File: src/rtl/pieb_pkg.sv
/*
 * pieb_pkg: register map, field positions and reset values of the
 * peripheral interrupt enable bank.
 * assumes a 32-bit classic Wishbone slave with byte addresses.
 */
package pieb_pkg;

    // source count and bus widths
    localparam int NUM_SRC  = 4;
    localparam int ADR_W    = 8;
    localparam int DAT_W    = 32;

    // byte addresses, one aligned word each
    localparam logic [7:0] ADR_CORE_IRQ_CONTROL  = 8'h80;
    localparam logic [7:0] ADR_IRQ_STATUS        = 8'h84;
    localparam logic [7:0] ADR_PERIPH_IRQ_ENABLE = 8'h8C;

    // peripheral_irq_enable fields
    localparam int TIMER_A_OVERFLOW_IRQ_ENABLE = 0;
    localparam int TIMER_B_MATCH_IRQ_ENABLE    = 1;
    localparam int CAPCMP_UNIT1_IRQ_ENABLE     = 2;
    localparam int SERIAL_PORT_IRQ_ENABLE      = 3;
    localparam int UNIMPL_LO                   = 4;
    localparam int UNIMPL_HI                   = 5;
    localparam logic [7:0] PIE_WRITE_MASK      = 8'hCF;
    localparam logic [7:0] PIE_RESET           = 8'h00;

    // core_irq_control fields
    localparam int PERIPH_IRQ_MASTER_ENABLE = 6;
    localparam int GLOBAL_IRQ_ENABLE        = 7;
    localparam logic [7:0] CTL_WRITE_MASK   = 8'hC0;
    localparam logic [7:0] CTL_RESET        = 8'h00;

    // status word layout
    localparam int STAT_FLAG_LSB = 0;
    localparam int STAT_REQ_LSB  = 8;

endpackage

File: src/rtl/pieb_req_gate.sv
/*
 * pieb_req_gate: registered request gate for one peripheral source.
 * assumes flag and enables come from logic on core_clk, reset already
 * synchronised by the top.
 */
`timescale 1ns/1ps
module pieb_req_gate
    import pieb_pkg::*;
(
    // clock and reset
    input  wire logic core_clk,
    input  wire logic rst_sync_n,
    // gate terms
    input  wire logic src_flag,
    input  wire logic src_enable,
    input  wire logic periph_en,
    input  wire logic global_en,
    // request toward the core
    output logic      irq_req_q
);

    logic irq_req_d;

    assign irq_req_d = src_flag & src_enable & periph_en & global_en;

    // registered so the core never sees a glitch from the and-gate
    always_ff @(posedge core_clk or negedge rst_sync_n)
    begin
        if (!rst_sync_n)
        begin
            irq_req_q <= 1'b0;
        end
        else
        begin
            irq_req_q <= irq_req_d;
        end
    end

    blocked_src_a: assert property (
        @(posedge core_clk) disable iff (!rst_sync_n)
        !src_enable |=> !irq_req_q)
        else $error("request raised while source enable was low");

    and_form_a: assert property (
        @(posedge core_clk) disable iff (!rst_sync_n)
        (src_flag && src_enable && periph_en && global_en) |=> irq_req_q)
        else $error("all gate terms high but no request followed");

endmodule

File: src/rtl/pieb_top.sv
/*
 * pieb_top: peripheral interrupt enable bank with a classic Wishbone
 * slave, one enable per source and a registered request per source.
 * assumes source flags and bus signals are synchronous to core_clk;
 * only rst_n comes from outside and is synchronised here.
 */
`timescale 1ns/1ps
module pieb_top
    import pieb_pkg::*;
(
    // clock and reset
    input  wire logic               core_clk,
    input  wire logic               rst_n,
    // wishbone slave
    input  wire logic               wb_cyc_i,
    input  wire logic               wb_stb_i,
    input  wire logic               wb_we_i,
    input  wire logic [ADR_W-1:0]   wb_adr_i,
    input  wire logic [3:0]         wb_sel_i,
    input  wire logic [DAT_W-1:0]   wb_dat_i,
    output logic      [DAT_W-1:0]   wb_dat_o,
    output logic                    wb_ack_o,
    // peripheral flags in, requests out
    input  wire logic [NUM_SRC-1:0] src_flag,
    output logic      [NUM_SRC-1:0] irq_req
);

    logic               rst_meta_q;
    logic               rst_sync_q;
    logic [7:0]         pie_q;
    logic [7:0]         ctl_q;
    logic               ack_q;
    logic [DAT_W-1:0]   rdat_q;
    logic [DAT_W-1:0]   rdat_d;
    logic               req_new;
    logic               wr_lo;
    logic               hit_pie;
    logic               hit_ctl;
    logic               hit_stat;
    logic [NUM_SRC-1:0] req_q;

    // reset release through two flops; assertion stays asynchronous
    always_ff @(posedge core_clk or negedge rst_n)
    begin
        if (!rst_n)
        begin
            rst_meta_q <= 1'b0;
            rst_sync_q <= 1'b0;
        end
        else
        begin
            rst_meta_q <= 1'b1;
            rst_sync_q <= rst_meta_q;
        end
    end

    // address decode on word index, low two address bits ignored
    assign hit_pie  = (wb_adr_i[ADR_W-1:2] == ADR_PERIPH_IRQ_ENABLE[ADR_W-1:2]);
    assign hit_ctl  = (wb_adr_i[ADR_W-1:2] == ADR_CORE_IRQ_CONTROL[ADR_W-1:2]);
    assign hit_stat = (wb_adr_i[ADR_W-1:2] == ADR_IRQ_STATUS[ADR_W-1:2]);

    // a request is taken once; ack high in the following cycle keeps it single
    assign req_new = wb_cyc_i & wb_stb_i & ~ack_q;
    assign wr_lo   = req_new & wb_we_i & wb_sel_i[0];

    // bus handshake, answer one cycle after the request
    always_ff @(posedge core_clk or negedge rst_sync_q)
    begin
        if (!rst_sync_q)
        begin
            ack_q <= 1'b0;
        end
        else
        begin
            ack_q <= req_new;
        end
    end

    // enable register; bits 5:4 never stored
    always_ff @(posedge core_clk or negedge rst_sync_q)
    begin
        if (!rst_sync_q)
        begin
            pie_q <= PIE_RESET;
        end
        else if (wr_lo && hit_pie)
        begin
            pie_q <= wb_dat_i[7:0] & PIE_WRITE_MASK;
        end
    end

    // core control: only global and peripheral master enables exist
    always_ff @(posedge core_clk or negedge rst_sync_q)
    begin
        if (!rst_sync_q)
        begin
            ctl_q <= CTL_RESET;
        end
        else if (wr_lo && hit_ctl)
        begin
            ctl_q <= wb_dat_i[7:0] & CTL_WRITE_MASK;
        end
    end

    // read mux; unmapped words answer zero
    always_comb
    begin
        rdat_d = '0;
        if (hit_pie)
        begin
            rdat_d[7:0] = pie_q & PIE_WRITE_MASK;
        end
        else if (hit_ctl)
        begin
            rdat_d[7:0] = ctl_q;
        end
        else if (hit_stat)
        begin
            rdat_d[STAT_FLAG_LSB +: NUM_SRC] = src_flag;
            rdat_d[STAT_REQ_LSB +: NUM_SRC]  = req_q;
        end
    end

    // read data held until the next read request so it stands with ack
    always_ff @(posedge core_clk or negedge rst_sync_q)
    begin
        if (!rst_sync_q)
        begin
            rdat_q <= '0;
        end
        else if (req_new && !wb_we_i)
        begin
            rdat_q <= rdat_d;
        end
    end

    // one gate per source; bit position in pie_q equals source index
    generate
        for (genvar i = 0; i < NUM_SRC; i++)
        begin : g_gate
            pieb_req_gate u_gate (
                .core_clk   (core_clk),
                .rst_sync_n (rst_sync_q),
                .src_flag   (src_flag[i]),
                .src_enable (pie_q[i]),
                .periph_en  (ctl_q[PERIPH_IRQ_MASTER_ENABLE]),
                .global_en  (ctl_q[GLOBAL_IRQ_ENABLE]),
                .irq_req_q  (req_q[i])
            );
        end
    endgenerate

    assign wb_ack_o = ack_q;
    assign wb_dat_o = rdat_q;
    assign irq_req  = req_q;

    periph_mask_a: assert property (
        @(posedge core_clk) disable iff (!rst_sync_q)
        !ctl_q[PERIPH_IRQ_MASTER_ENABLE] |=> (irq_req == '0))
        else $error("request seen with peripheral master enable low");

    enable_write_a: assert property (
        @(posedge core_clk) disable iff (!rst_sync_q)
        (wr_lo && hit_pie) |=> (pie_q == ($past(wb_dat_i[7:0]) & PIE_WRITE_MASK)))
        else $error("enable register did not take the written value");

    unimpl_read_a: assert property (
        @(posedge core_clk) disable iff (!rst_sync_q)
        (req_new && !wb_we_i && hit_pie) |=> (wb_ack_o && wb_dat_o[UNIMPL_HI:UNIMPL_LO] == 2'h0))
        else $error("unimplemented enable bits did not read zero");

    unimpl_store_a: assert property (
        @(posedge core_clk) disable iff (!rst_sync_q)
        pie_q[UNIMPL_HI:UNIMPL_LO] == 2'h0)
        else $error("unimplemented enable bits were stored");

    serial_gate_a: assert property (
        @(posedge core_clk) disable iff (!rst_sync_q)
        (pie_q[SERIAL_PORT_IRQ_ENABLE] && src_flag[SERIAL_PORT_IRQ_ENABLE]
         && ctl_q[PERIPH_IRQ_MASTER_ENABLE] && ctl_q[GLOBAL_IRQ_ENABLE])
        |=> irq_req[SERIAL_PORT_IRQ_ENABLE])
        else $error("serial port request not raised");

    capcmp_gate_a: assert property (
        @(posedge core_clk) disable iff (!rst_sync_q)
        (pie_q[CAPCMP_UNIT1_IRQ_ENABLE] && src_flag[CAPCMP_UNIT1_IRQ_ENABLE]
         && ctl_q[PERIPH_IRQ_MASTER_ENABLE] && ctl_q[GLOBAL_IRQ_ENABLE])
        |=> irq_req[CAPCMP_UNIT1_IRQ_ENABLE])
        else $error("capture/compare request not raised");

    timer_b_gate_a: assert property (
        @(posedge core_clk) disable iff (!rst_sync_q)
        (pie_q[TIMER_B_MATCH_IRQ_ENABLE] && src_flag[TIMER_B_MATCH_IRQ_ENABLE]
         && ctl_q[PERIPH_IRQ_MASTER_ENABLE] && ctl_q[GLOBAL_IRQ_ENABLE])
        |=> irq_req[TIMER_B_MATCH_IRQ_ENABLE])
        else $error("timer-b match request not raised");

    timer_a_gate_a: assert property (
        @(posedge core_clk) disable iff (!rst_sync_q)
        (pie_q[TIMER_A_OVERFLOW_IRQ_ENABLE] && src_flag[TIMER_A_OVERFLOW_IRQ_ENABLE]
         && ctl_q[PERIPH_IRQ_MASTER_ENABLE] && ctl_q[GLOBAL_IRQ_ENABLE])
        |=> irq_req[TIMER_A_OVERFLOW_IRQ_ENABLE])
        else $error("timer-a overflow request not raised");

    reset_clear_a: assert property (
        @(posedge core_clk)
        $rose(rst_sync_q) |-> (pie_q == PIE_RESET && irq_req == '0))
        else $error("enables not clear after reset release");

endmodule

File: config.mk
export PLATFORM = sky130hd
export DESIGN_NAME = pieb_top
export DESIGN_NICKNAME = d
export VERILOG_FILES = /design/src/rtl/pieb_pkg.sv /design/src/rtl/pieb_req_gate.sv /design/src/rtl/pieb_top.sv
export SDC_FILE = /design/constraint.sdc
export NUM_CORES = 1
export LEC_CHECK = 0
export BUFFER_PORTS_ARGS = -buffer_cell sky130_fd_sc_hd__buf_2
export CAP_MARGIN = 20
export CORE_ASPECT_RATIO = 0.8
export CORE_UTILIZATION = 30
export DETAILED_ROUTE_END_ITERATION = 10
export MAX_ROUTING_LAYER = met4
export SYNTH_ARGS = -nofsm -noshare
export SYNTH_HDL_FRONTEND = slang
export SYNTH_SLANG_ARGS = --single-unit
export TNS_END_PERCENT = 50
File: constraint.sdc
create_clock -name core_clk -period 1.4 [get_ports core_clk]
set_input_delay 0.14 -clock core_clk [delete_from_list [all_inputs] [get_ports core_clk]]
set_output_delay 0.14 -clock core_clk [all_outputs]
set_load 0.02 [all_outputs]
==> results.toml <==
[outcome]
status = "finished, final reports clean"

[layout]
diodes = 0
area_growth_pct = 16.88
final_nets = 203
fin_util_pct = 37.50
fin_cells = 204
nFillCells = 426
regArea_sq_um = 625.6
drive_above_1_share_pct = 37.58
multi_input_area_sq_um = 503.0

[floorplanning]
initial_core_util_pct = 32.08
die_h_um = 59.79
ios = 90
core-area_sq_mm = 0.003904
fp-row-count = 20
fp.dieArea_sq_mm = 0.004439
die_x_um = 74.24

[worst_setup_path]
critical_path_arrival_ps = 1480
startpoint_type = "register"
required_ps = 1550
cpPeakStageDelay_ps = 380
critPathMaxFanout = 3
crit_type = "register to register"
path_cells = "and3b_2 -> and4_1 -> mux2_2"
crit_family = "simple AND/OR/NAND/NOR gates"
worstSetupEndpointType = "register"
cp_num_buf_inv = 0
slowest_stage = "dfrtp_1"

[grt]
grt_use_met1_pct = 13.56
use_met2_pct = 18.31
antenna_found_initial = 0
grt-ovfl-total = 0
grt_pass1_vias = 817
use_met3_pct = 5.228
top_usage_layer = "met2"
grt_pass1_wl_um = 3629
grt_usage_pct = 11.58
grt_max_degree = 24

[yosys]
yosysUniqueCellTypes = 23
synth_area_leader_cell = "dfrtp_1"
ys_seq_area_share_pct = 49.95
synth_top_area_share_pct = 49.95
ys.flop_type = "dfrtp_1"
synth_edf_count = 0
yosysMostFrequentCell = "buf_4"
synthTopCellsByArea = "dfrtp_1 (50%), buf_4 (16%), mux2_2 (7.2%), nand2_1 (4.2%), mux2i_1 (3.2%)"
synthCells = 111
yosys_warnings = 0
ys_ff_latch = 25
synth_commonest_cells = "buf_4 (26), dfrtp_1 (25), nand2_1 (14)"
synth_area_sq_mm = 0.001252
synth.avg_cell_area_sq_um = 11.28
synthArstFlopShare_pct = 100.0

[flow_run]
maxCapViolCount = 0

[sta]
min_period_ps = 1328
finalClockSkew_ps = 2.508
finalCritPeriodShare_pct = 94.84
slew_violations = 0
fmax_mhz = 753.2
rsz0062_at_grt = "false"
finalHoldViolCount = 0
finalSetupTns_ps = 0
setup_viol = 0

[drt]
wirelength_um = 2273
viasPerCell = 4.137
avgRoutedWirePerCell_um = 11.14
via_count = 844
first_iter_violations = 13
drtAntennaViolNets = 0
drtPass1Iterations = 4
drcViolationCount = 0

[cts]
cts-buffers-inserted = 3
cts_root_buf = "clkbuf_8"
cts-htree-levels = 1
cts_num_sinks = 25
clock_latency_ps = 260
cts_setup_buffers = 0
clockBufferDepth = 2
cts_tree = "yes"
clkTransAtPathRegs_ps = 80

[placement]
io_buffers = 36
globalplace.congestion = 0.8170
dpl.cell_count = 199
place_hpwl_um = 1872

[pwr]
p_leak_nw = 0.7946
cellPowerDensity_mw_per_mm2 = 894.6
ir_worst_vdd_mv = 0.6337

[hold_path]
hp-class = "primary input to register"
metal layers:
metal  vias to the layer above  wire length [um]
met5                         -                 0
met4                         0                22
met3                         4               196
met2                        36              1048
met1                       399              1006
li1                        405                 -
metrics by stage:
step	worst slack [ps]	total power, W	hold WS (ps)	area, sq um
floorplan	10.78	0.0008987	-155.6	1333
global placement	85.71	0.0009060	-75.22	1408
detailed placement	81.27	0.0009103	-71.33	1408
CTS	65.17	0.001333	94.39	1464
global route	8.917	0.001396	88.43	1464
finish	72.25	0.001310	102.6	1464
worst reg2reg max path, cell delays in order, from the launching register on:
cell	delay, ps
dfrtp_1	380
and3b_2	270
and4_1	230
mux2_2	340
what timing repair did:
item | in CTS | in global routing
hold buffers | 1 | 0
endpoints found under the hold margin | 2 | 0
gates resized for setup | 0 | 2
setup endpoints to repair | 0 | 1
where the power goes:
part | switching, W | internal, W
Clock | 0.000214 | 0.000199
Sequential | 0.00000596 | 0.000732
Combinational | 0.000109 | 0.0000506
kinds of logic (layout without fill, tap and decap cells):
kind of cell / after synthesis / count (layout) / share of synthesized area (%)
other: 2 / 23 / 0.5996
flip-flops: 25 / 25 / 49.95
AND/OR/NAND/NOR: 32 / 32 / 17.18
buffers and inverters: 28 / 45 / 16.28
multiplexers: 12 / 12 / 10.39
AO/OA/AOI/OAI: 12 / 12 / 5.594
path summary, 6_finish.rpt:
path,startpoint,to,slack (ps),cells after the start
hold reg to reg,rst_sync_q,pie_q[3],220,1
hold / removal,wb_dat_i[0],pie_q[0],100,2
setup / recovery,wb_ack_o,ctl_q[6],70,3
max in group asynchronous,rst_sync_q,wb_dat_o[2],960,1
setup reg to reg,wb_ack_o,ctl_q[6],70,3
min in group asynchronous,rst_n,rst_sync_q,180,2
flip-flops by register name, indices dropped and copies added, names as in the netlist:
signal / cells
rst_meta_q: 1
rst_sync_q: 1
pie_q: 6
ctl_q: 2
wb_ack_o: 1
g_gate.u_gate.irq_req_q: 4
wb_dat_o: 10
cell type report:
type,instances,share of cell area [%]
clock buffers,3,2.821
clock inverters,1,0.3419
multi-input cells,79,34.36
flip-flops and latches,25,42.74
well taps,55,4.701
repair buffers,41,15.04
layout by cell type (no fill, tap or decap), drive strengths merged:
cell,count
clkinv,1
mux2i,4
clkbuf,3
nand2,14
nand4,1
conb,23
dlygate4sd3,1
and3b,1
dfrtp,25
nor4b,1
and4,1
nand3,1
nor2,1
o31ai,2
nand3b,1
o21ai,8
and3,5
mux2,8
a22oi,2
and4bb,1
buf,40
or4b,1
nand4bb,1
and2,3
(Power assumes the default switching activity.)
